--- config.mk ---
export PLATFORM = sky130hd
export DESIGN_NAME = lrc_top
export DESIGN_NICKNAME = d
export VERILOG_FILES = /design/src/lrc_pkg.sv /design/src/lrc_tap_decode.sv /design/src/lrc_top.sv
export SDC_FILE = /design/constraint.sdc
export NUM_CORES = 1
export LEC_CHECK = 0
export ABC_CLOCK_PERIOD_IN_PS = 3000
export BUFFER_PORTS_ARGS = -buffer_cell sky130_fd_sc_hd__buf_4
export CORE_UTILIZATION = 46
export DETAILED_ROUTE_END_ITERATION = 8
export HOLD_SLACK_MARGIN = 0.03
export PLACE_DENSITY = 0.8
export SKIP_LAST_GASP = 1
export SYNTH_ARGS = -nofsm -noshare
export SYNTH_HDL_FRONTEND = slang
export SYNTH_HIERARCHICAL = 1
export SYNTH_SLANG_ARGS = --single-unit
--- constraint.sdc ---
create_clock -name aclk -period 3 [get_ports aclk]
set_clock_uncertainty 0.2 [all_clocks]
set_input_delay 0.6 -clock aclk [delete_from_list [all_inputs] [get_ports aclk]]
set_output_delay 0.6 -clock aclk [all_outputs]
set_load 0.02 [all_outputs]
--- src/lrc_pkg.sv ---
// lrc_pkg: constants and carrier types for the ladder reference control block.
// assumes a 32-bit AXI4-Lite register bus; registers sit at four times their index.

package lrc_pkg;

    ////////////////////////////////////////////////////////////////////////////////
    // bus geometry
    localparam int unsigned ADDR_W = 12;
    localparam int unsigned DATA_W = 32;

    // register indexes; byte address is four times the index
    localparam logic [ADDR_W-1:0] CTRL_INDEX = 12'h09F;
    localparam logic [ADDR_W-1:0] DIR_INDEX = 12'h085;
    localparam logic [ADDR_W-1:0] STATUS_INDEX = 12'h0A0;
    localparam logic [ADDR_W-1:0] CTRL_ADDR = {CTRL_INDEX[ADDR_W-3:0], 2'b00};
    localparam logic [ADDR_W-1:0] DIR_ADDR = {DIR_INDEX[ADDR_W-3:0], 2'b00};
    localparam logic [ADDR_W-1:0] STATUS_ADDR = {STATUS_INDEX[ADDR_W-3:0], 2'b00};

    ////////////////////////////////////////////////////////////////////////////////
    // field positions and values after reset
    localparam int unsigned POWER_BIT = 7;
    localparam int unsigned ROUTE_BIT = 6;
    localparam int unsigned RANGE_BIT = 5;
    localparam int unsigned RSVD_BIT = 4;
    localparam int unsigned REF_PIN_DIR_BIT = 2;
    localparam logic [7:0] CTRL_RESET = 8'h00;
    localparam logic [7:0] CTRL_WRITE_MASK = 8'hEF;
    localparam logic [7:0] DIR_RESET = 8'hFF;
    localparam int unsigned TAP_COUNT = 16;

    // status register fields
    localparam int unsigned STAT_POWER_BIT = 0;
    localparam int unsigned STAT_ROUTE_BIT = 1;
    localparam int unsigned STAT_RANGE_BIT = 2;

    localparam logic [1:0] RESP_OKAY = 2'h0;
    localparam logic [1:0] RESP_SLVERR = 2'h2;

    ////////////////////////////////////////////////////////////////////////////////
    // control register layout
    typedef struct packed {
        logic power_en;
        logic route_en;
        logic range_low;
        logic rsvd;
        logic [3:0] tap;
    } lrc_ctrl_type;

endpackage

--- src/lrc_tap_decode.sv ---
// lrc_tap_decode: registered one-hot tap switch drive for the resistor ladder.
// assumes the control word arrives from a register on the same clock.
`timescale 1ns/1ps

module lrc_tap_decode #(
    parameter int unsigned TAPS = lrc_pkg::TAP_COUNT
) (
    // clock and reset
    input wire logic aclk,
    input wire logic aresetn,
    // control word
    input wire lrc_pkg::lrc_ctrl_type ctrl,
    // ladder switch drive
    output logic [TAPS-1:0] tap_onehot,
    output logic range_low
);

    logic [TAPS-1:0] tap_ff;
    logic [TAPS-1:0] nxt_tap;
    logic range_ff;
    logic nxt_range;

    function automatic logic [TAPS-1:0] onehot(input logic [3:0] idx);
        logic [TAPS-1:0] v;
        v = '0;
        v[idx] = 1'b1;
        return v;
    endfunction

    ////////////////////////////////////////////////////////////////////////////////
    // all switches open while powered down, so the ladder carries no tap load
    always_comb begin
        nxt_tap = ctrl.power_en ? onehot(ctrl.tap) : '0;
        nxt_range = ctrl.range_low;
    end

    always_ff @(posedge aclk) begin
        if (!aresetn) begin
            tap_ff <= '0;
            range_ff <= 1'b0;
        end else begin
            tap_ff <= nxt_tap;
            range_ff <= nxt_range;
        end
    end

    assign tap_onehot = tap_ff;
    assign range_low = range_ff;

endmodule

--- src/lrc_top.sv ---
// lrc_top: register slave and control logic of the ladder voltage reference.
// assumes an AXI4-Lite master on aclk; the analog ladder consumes the outputs.
//
// The AXI4-Lite interface to the registers was decided locally.
`timescale 1ns/1ps

module lrc_top #(
    parameter int unsigned TAPS = lrc_pkg::TAP_COUNT
) (
    // clock and reset
    input wire logic aclk,
    input wire logic aresetn,
    // write address channel
    input wire logic awvalid,
    output logic awready,
    input wire logic [lrc_pkg::ADDR_W-1:0] awaddr,
    input wire logic [2:0] awprot,
    // write data channel
    input wire logic wvalid,
    output logic wready,
    input wire logic [lrc_pkg::DATA_W-1:0] wdata,
    input wire logic [3:0] wstrb,
    // write response channel
    output logic bvalid,
    input wire logic bready,
    output logic [1:0] bresp,
    // read address channel
    input wire logic arvalid,
    output logic arready,
    input wire logic [lrc_pkg::ADDR_W-1:0] araddr,
    input wire logic [2:0] arprot,
    // read data channel
    output logic rvalid,
    input wire logic rready,
    output logic [lrc_pkg::DATA_W-1:0] rdata,
    output logic [1:0] rresp,
    // ladder drive
    output logic ladder_power_enable,
    output logic ladder_range_low,
    output logic [TAPS-1:0] ladder_tap_select,
    output logic reference_output_pin_route
);

    ////////////////////////////////////////////////////////////////////////////////
    // state

    lrc_pkg::lrc_ctrl_type ctrl_ff;
    lrc_pkg::lrc_ctrl_type nxt_ctrl;
    logic [7:0] dir_ff;
    logic [7:0] nxt_dir;
    logic power_ff;
    logic nxt_power;
    logic route_ff;
    logic nxt_route;

    logic aw_held_ff;
    logic nxt_aw_held;
    logic [lrc_pkg::ADDR_W-1:0] waddr_ff;
    logic [lrc_pkg::ADDR_W-1:0] nxt_waddr;
    logic w_held_ff;
    logic nxt_w_held;
    logic [7:0] wbyte_ff;
    logic [7:0] nxt_wbyte;
    logic wlane_ff;
    logic nxt_wlane;
    logic awready_ff;
    logic nxt_awready;
    logic wready_ff;
    logic nxt_wready;
    logic bvalid_ff;
    logic nxt_bvalid;
    logic [1:0] bresp_ff;
    logic [1:0] nxt_bresp;

    logic arready_ff;
    logic nxt_arready;
    logic rvalid_ff;
    logic nxt_rvalid;
    logic [lrc_pkg::DATA_W-1:0] rdata_ff;
    logic [lrc_pkg::DATA_W-1:0] nxt_rdata;
    logic [1:0] rresp_ff;
    logic [1:0] nxt_rresp;

    logic do_write;

    function automatic logic is_mapped(input logic [lrc_pkg::ADDR_W-1:0] a);
        return (a == lrc_pkg::CTRL_ADDR) || (a == lrc_pkg::DIR_ADDR) || (a == lrc_pkg::STATUS_ADDR);
    endfunction

    ////////////////////////////////////////////////////////////////////////////////
    // write path: address and data are taken in either order, then committed together

    assign do_write = aw_held_ff && w_held_ff && !bvalid_ff;

    always_comb begin
        nxt_aw_held = aw_held_ff;
        nxt_waddr = waddr_ff;
        nxt_w_held = w_held_ff;
        nxt_wbyte = wbyte_ff;
        nxt_wlane = wlane_ff;
        nxt_bvalid = bvalid_ff;
        nxt_bresp = bresp_ff;
        nxt_ctrl = ctrl_ff;
        nxt_dir = dir_ff;
        if (awvalid && awready_ff) begin
            nxt_aw_held = 1'b1;
            nxt_waddr = {awaddr[lrc_pkg::ADDR_W-1:2], 2'b00};
        end
        if (wvalid && wready_ff) begin
            nxt_w_held = 1'b1;
            nxt_wbyte = wdata[7:0];
            nxt_wlane = wstrb[0];
        end
        if (bvalid_ff && bready) begin
            nxt_bvalid = 1'b0;
        end
        if (do_write) begin
            nxt_aw_held = 1'b0;
            nxt_w_held = 1'b0;
            nxt_bvalid = 1'b1;
            nxt_bresp = is_mapped(waddr_ff) ? lrc_pkg::RESP_OKAY : lrc_pkg::RESP_SLVERR;
            // only byte lane 0 carries register bits; other lanes are dropped
            if (wlane_ff && waddr_ff == lrc_pkg::CTRL_ADDR) begin
                nxt_ctrl = lrc_pkg::lrc_ctrl_type'(wbyte_ff & lrc_pkg::CTRL_WRITE_MASK);
            end
            if (wlane_ff && waddr_ff == lrc_pkg::DIR_ADDR) begin
                nxt_dir = wbyte_ff;
            end
        end
        // one write at a time: a channel reopens only once the response is gone
        nxt_awready = !nxt_aw_held && !nxt_bvalid;
        nxt_wready = !nxt_w_held && !nxt_bvalid;
    end

    ////////////////////////////////////////////////////////////////////////////////
    // read path: one cycle from address to data

    always_comb begin
        nxt_rvalid = rvalid_ff;
        nxt_rdata = rdata_ff;
        nxt_rresp = rresp_ff;
        if (rvalid_ff && rready) begin
            nxt_rvalid = 1'b0;
        end
        if (arvalid && arready_ff) begin
            nxt_rvalid = 1'b1;
            nxt_rdata = '0;
            nxt_rresp = lrc_pkg::RESP_OKAY;
            case ({araddr[lrc_pkg::ADDR_W-1:2], 2'b00})
                lrc_pkg::CTRL_ADDR: begin
                    nxt_rdata[7:0] = ctrl_ff & lrc_pkg::CTRL_WRITE_MASK;
                end
                lrc_pkg::DIR_ADDR: begin
                    nxt_rdata[7:0] = dir_ff;
                end
                lrc_pkg::STATUS_ADDR: begin
                    nxt_rdata[lrc_pkg::STAT_POWER_BIT] = power_ff;
                    nxt_rdata[lrc_pkg::STAT_ROUTE_BIT] = route_ff;
                    nxt_rdata[lrc_pkg::STAT_RANGE_BIT] = ctrl_ff.range_low;
                end
                default: begin
                    nxt_rresp = lrc_pkg::RESP_SLVERR;
                end
            endcase
        end
        nxt_arready = !nxt_rvalid;
    end

    ////////////////////////////////////////////////////////////////////////////////
    // ladder control: nothing but bus writes and reset touch the control word, so
    // sleep, wake sources and comparator mode changes cannot disturb it

    always_comb begin
        nxt_power = ctrl_ff.power_en;
        // both the pin direction bit and the route enable must be set
        nxt_route = dir_ff[lrc_pkg::REF_PIN_DIR_BIT] && ctrl_ff.route_en;
    end

    ////////////////////////////////////////////////////////////////////////////////
    // registers

    always_ff @(posedge aclk) begin
        if (!aresetn) begin
            // every reset clears the whole control word; there is no sleep-wake path here
            ctrl_ff <= lrc_pkg::lrc_ctrl_type'(lrc_pkg::CTRL_RESET);
            dir_ff <= lrc_pkg::DIR_RESET;
            power_ff <= 1'b0;
            route_ff <= 1'b0;
            aw_held_ff <= 1'b0;
            waddr_ff <= '0;
            w_held_ff <= 1'b0;
            wbyte_ff <= 8'h00;
            wlane_ff <= 1'b0;
            awready_ff <= 1'b0;
            wready_ff <= 1'b0;
            bvalid_ff <= 1'b0;
            bresp_ff <= lrc_pkg::RESP_OKAY;
            arready_ff <= 1'b0;
            rvalid_ff <= 1'b0;
            rdata_ff <= '0;
            rresp_ff <= lrc_pkg::RESP_OKAY;
        end else begin
            ctrl_ff <= nxt_ctrl;
            dir_ff <= nxt_dir;
            power_ff <= nxt_power;
            route_ff <= nxt_route;
            aw_held_ff <= nxt_aw_held;
            waddr_ff <= nxt_waddr;
            w_held_ff <= nxt_w_held;
            wbyte_ff <= nxt_wbyte;
            wlane_ff <= nxt_wlane;
            awready_ff <= nxt_awready;
            wready_ff <= nxt_wready;
            bvalid_ff <= nxt_bvalid;
            bresp_ff <= nxt_bresp;
            arready_ff <= nxt_arready;
            rvalid_ff <= nxt_rvalid;
            rdata_ff <= nxt_rdata;
            rresp_ff <= nxt_rresp;
        end
    end

    ////////////////////////////////////////////////////////////////////////////////
    // tap switch drive

    lrc_tap_decode #(
        .TAPS(TAPS)
    ) u_tap_decode (
        .aclk(aclk),
        .aresetn(aresetn),
        .ctrl(ctrl_ff),
        .tap_onehot(ladder_tap_select),
        .range_low(ladder_range_low)
    );

    ////////////////////////////////////////////////////////////////////////////////
    // outputs

    assign awready = awready_ff;
    assign wready = wready_ff;
    assign bvalid = bvalid_ff;
    assign bresp = bresp_ff;
    assign arready = arready_ff;
    assign rvalid = rvalid_ff;
    assign rdata = rdata_ff;
    assign rresp = rresp_ff;
    assign ladder_power_enable = power_ff;
    assign reference_output_pin_route = route_ff;

endmodule

# Word-level counts from Yosys, hierarchy flattened
# Cells that the tools add are included.
[totals]
latchBits = 0
output_inout_bits = 60
ramBits = 0
inputBits = 73
mem_count = 0
wordCells = 68
rom_bits = 0
register_bits = 72
[classes]
multipliers = 0
bitwise_logic = 0
n_reduce_logical = 24
order_cmp = 2
mux = 14
div = 0
eq_ne = 6
shifts = 0
n_addsub = 0
[op_table]
columns = ["cell", "count"]
rows = [
  ["10-bit by 8-bit == test with 1-bit output (second input constant)", 6],
  ["1-bit logical AND", 13],
  ["5-bit one-hot mux with 2 select lines", 1],
  ["1-bit two-way mux", 9],
  ["3-bit one-hot mux with 3 select lines", 1],
  ["2-bit AND reduction", 3],
  ["1-bit zero test", 5],
  ["4-bit by 5-bit < comparator with 1-bit output (second input constant)", 1],
  ["1-bit demux with 4-bit select", 1],
  ["4-bit by 1-bit greater-or-equal comparator with 1-bit output (second input constant)", 1],
  ["2-bit two-way mux", 2],
  ["3-bit OR reduction", 1],
  ["1-bit logical OR", 2],
]

# Logic depth before layout (Yosys ltp)
[depth]
word_depth = 5
ltp_mapped = 6
mapped_depth_nobuf = 4

# Hierarchy
# Netlist, hierarchy kept.
[modules_own_cells]
columns = ["module", "area_per_inst_um2", "cells_each", "instances"]
rows = [
  ["lrc_top", 2280.9, 265, 1],
  ["lrc_tap_decode", 462.9, 41, 1],
]

# Worst setup path before layout
# OpenSTA, ideal clock, no wires.
[synth_path]
kind = "in2reg"
startpoint = "input port araddr[3] (netlist name)"
endpoint = "register rdata_ff, in the netlist rdata[0]"
required_ns = 2.705
path_slack_ns = 0.907
arrival_time_ns = 1.798
setup_time_ns = 0.095
n_path_buf = 0
stages = 4
path_cell_list = "nor3_1 o21ai_0 a21o_1 a221oi_1"
[synth_between]
elab_chain_cells = 2
elab_cells_between_ends = 4
classes_between = "eq/ne: 3; mux: 1"
[synth_lines]
columns = ["item", "line_no", "rtl"]
rows = [
  ["start, declared", "lrc_top.sv:30", "input wire logic [lrc_pkg::ADDR_W-1:0] araddr,"],
  ["10-bit by 8-bit == test with 1-bit output", "lrc_top.sv:149", "case ({araddr[lrc_pkg::ADDR_W-1:2], 2'b00})"],
  ["3-bit one-hot mux with 3 select lines *", "lrc_top.sv:149", ""],
  ["end signal, assigned", "lrc_top.sv:218", "rdata_ff <= nxt_rdata;"],
  ["end, declared", "lrc_top.sv:79", "logic [lrc_pkg::DATA_W-1:0] rdata_ff;"],
]
# Every way passes the cells marked *; elsewhere a longest branch is shown, timed or not.
# A chain may end at the register's enable or synchronous reset.

# Final worst setup path
[layout_path]
startpoint = "register waddr_ff[8] (netlist name)"
endpoint = "register dir_ff[0]"
[layout_between]
elab_chain_cells = 3
[layout_lines]
columns = ["item", "line_no", "rtl"]
rows = [
  ["start, declared", "lrc_top.sv:58", "logic [lrc_pkg::ADDR_W-1:0] waddr_ff;"],
  ["start signal, assigned", "lrc_top.sv:208", "waddr_ff <= nxt_waddr;"],
  ["10-bit by 8-bit == test with 1-bit output", "lrc_top.sv:126", "if (wlane_ff && waddr_ff == lrc_pkg::DIR_ADDR) begin"],
  ["1-bit logical AND", "lrc_top.sv:126", ""],
  ["2-bit AND reduction (no line)", "-", ""],
  ["end signal, assigned", "lrc_top.sv:186", "dir_ff <= lrc_pkg::DIR_RESET;"],
  ["end signal, assigned", "lrc_top.sv:204", "dir_ff <= nxt_dir;"],
  ["end, declared", "lrc_top.sv:49", "logic [7:0] dir_ff;"],
]
# No other way between the ends.

==> impl_metrics.env <==
export IMPL_port_buffers=69
export IMPL_die_area_um2=6280
export IMPL_finalSetupViolations=0
export IMPL_synth_cell_types=32
export IMPL_start_kind="flip-flop"
export IMPL_critical_path_class="reg -> reg"
export IMPL_via_count=2241
export IMPL_worst_path_max_delay_cell="nor4_4"
export IMPL_max_vdd_ir_drop_uv=310
export IMPL_power_density_nw_per_um2=545
export IMPL_die_y_um=79.2
export IMPL_nets=449
export IMPL_synth_largest_area_cell="dfxtp_1"
export IMPL_io_pins=133
export IMPL_grt_pass1_wl_um=9040
export IMPL_worst_path_largest_cell_delay_ns=0.69
export IMPL_yosys_warnings=6
export IMPL_area_growth_synth_to_final_pct=24.8
export IMPL_cts_tree="built"
export IMPL_rows=27
export IMPL_first_global_vias=2026
export IMPL_cts_root_buf="clkbuf_8"
export IMPL_worst_pin_slew_ns=0.729
export IMPL_synth_area_um2=2740
export IMPL_p_int_w=0.00141
export IMPL_coreArea_um2=5640
export IMPL_overflow=0
export IMPL_arrival_ns=2.32
export IMPL_ctsHtreeMaxLevel=3
export IMPL_worstPathCellList="or4b_4, nor4_4, mux2i_1, nand2_1"
export IMPL_synth_top_cell_area_share_pct=51.1
export IMPL_antenna_found_initial=0
export IMPL_wl_per_cell_um=12.3
export IMPL_pwr_share_comb_pct=8.1
export IMPL_finalCriticalPeriod_ns=2.30
export IMPL_drive_gt1_share_pct=23.4
export IMPL_cts_buffer_depth=2
export IMPL_ys_seq_area_share_pct=51.1
export IMPL_post_route_period_util_pct=76.5
export IMPL_die_x_um=79.2
export IMPL_switching_share_pct=24.1
export IMPL_cts_setup_buffers=0
export IMPL_slew_violations=0
export IMPL_ant_nets=0
export IMPL_clk_latency_ns=0.34
export IMPL_final_cell_mix="71 x buf_4, 70 x dfxtp_1, 63 x nand2_1"
export IMPL_dp_cells=437
export IMPL_drc=0
export IMPL_power_frac_seq_pct=51.7
export IMPL_outcome="complete, no violations"
export IMPL_drt_iter0_markers=123
export IMPL_drt_first_pass_iters=4
export IMPL_hold_buffers=0
export IMPL_rsz0062_at_grt="false"
export IMPL_clkSinkCount=70
export IMPL_wl_um=5580
export IMPL_slew_headroom_pct=51.0
export IMPL_hold_class="reg -> reg"
export IMPL_start_util_pct=48.6
export IMPL_avgSynthCellArea_um2=8.97
export IMPL_cts_resized=0
export IMPL_ys_top_cells_by_area="dfxtp_1 51%, nand2_1 8.6%, buf_4 7.1%"
export IMPL_hold_viol=0
export IMPL_layout_commonest_cell="buf_4"
export IMPL_gp_congestion=0.749
export IMPL_viasPerCell=4.95
export IMPL_path_max_fanout=8
export IMPL_clock_power_share_pct=40.1
export IMPL_switchingPower_w=0.000450
export IMPL_leakagePower_nw=1.39
export IMPL_fin_cells=453
export IMPL_crit_path_end_kind="flip-flop"
export IMPL_fmax_ghz=0.436
export IMPL_cts_clk_slew_worst_paths_ns=0.07
export IMPL_synth_seq_cells=70
export IMPL_grtUsageTotal_pct=19.1
export IMPL_postSynthCellCount=306
export IMPL_grt_max_degree=34
export IMPL_n_antenna_cell=0
export IMPL_required_ns=3.03
export IMPL_dp_hpwl_um=4010
export IMPL_numCtsBuffers=9
export IMPL_setup_tns_final_ns=0
export IMPL_max_cap_violations=0
power groups by stage:
stage                     registers [W]  clock network (W)  logic, W
final                          0.000965           0.000748  0.000152
after global placement         0.000985                  0  0.000149
after detailed placement       0.000986                  0  0.000151
after floorplan                0.000990                  0  0.000112
after CTS                      0.000965           0.000767  0.000152
after global routing           0.000966           0.000815  0.000169
stage by stage:
| step | worst slack (ns) | cell area (um2) | util, % | total power (W) | hold slack [ns] |
|---|---|---|---|---|---|
| 6_report | 0.704 | 3420 | 60.7 | 0.00187 | 0.255 |
| 5_1_grt | 0.631 | 3420 | 60.7 | 0.00195 | 0.277 |
| 4_1_cts | 0.678 | 3420 | 60.7 | 0.00188 | 0.263 |
| 3_5_place_dp | 0.702 | 3220 | 57.2 | 0.00114 | 0.253 |
| 3_3_place_gp | 0.719 | 3220 | 57.2 | 0.00113 | 0.243 |
| 2_1_floorplan | 0.907 | 2840 | - | 0.00110 | 0.232 |
registers in the layout, summed over array words and instances (netlist names), 6 cells and up:
| signal | count |
|---|---|
| ctrl_ff | 6 |
| dir_ff | 8 |
| rdata | 8 |
| u_tap_decode/tap_onehot | 16 |
| waddr_ff | 10 |
| wbyte_ff | 8 |
per-layer routing:
layer | part of all wire, % | global-route usage, % | up-vias
li1 | - | - | 1131
met3 | 5.5 | 6.21 | 11
met5 | 0 | 0 | -
met1 | 43 | 21.4 | 1035
met4 | 2.0 | 8.73 | 0
met2 | 50 | 32.7 | 64
critical path: cells and delay by family, from the launching register on:
family / cells / cell delay (ns)
flip-flops: 1 / 0.32
multiplexers: 1 / 0.31
AND/OR/NAND/NOR: 3 / 1.36
logic make-up after synthesis:
logic type / Yosys count / synth area share, %
multiplexers: 15 / 5.47
AND/OR/NAND/NOR: 136 / 24.6
AO/OA/AOI/OAI: 46 / 9.99
flip-flops: 70 / 51.1
buffers and inverters: 38 / 8.76
other: 1 / 0.137
path summary, 6_finish.rpt:
kind,from,endpoint,slack [ns],cells past startpoint
hold / removal,rdata[3],rdata[3],0.26,2
hold reg to reg,rdata[3],rdata[3],0.26,2
setup reg to reg,waddr_ff[8],dir_ff[0],0.70,4
setup / recovery,waddr_ff[8],dir_ff[0],0.70,4
cell type report:
class                      count  area, um2
clock buffer                  11        141
tap                           72       90.1
timing repair buffer          71        533
inverter                       1       3.75
sequential                    70       1400
fill                         511       2220
multi-input combinational    223       1200
clock inverter                 5       58.8
cells in the mapped netlist (all sizes together):
| master | instances |
|---|---|
| nand2 | 63 |
| nor4 | 2 |
| a32oi | 2 |
| o31ai | 1 |
| nand3 | 11 |
| inv | 1 |
| or3 | 1 |
| nor3 | 7 |
| nand2b | 6 |
| a21oi | 29 |
| and3 | 6 |
| mux2i | 15 |
| and2 | 4 |
| nor3b | 2 |
| a211oi | 1 |
| nand4 | 2 |
| and3b | 1 |
| buf | 27 |
| nor2 | 23 |
| a221oi | 2 |
| or4b | 1 |
| nand3b | 1 |
| nand4b | 3 |
| dfxtp | 70 |
| a21o | 5 |
| conb | 1 |
| nor4b | 2 |
| o21ai | 3 |
| a22o | 3 |
| clkbuf | 10 |
| nand4bb | 1 |
Note: power is estimated with default switching activity, not from simulation.
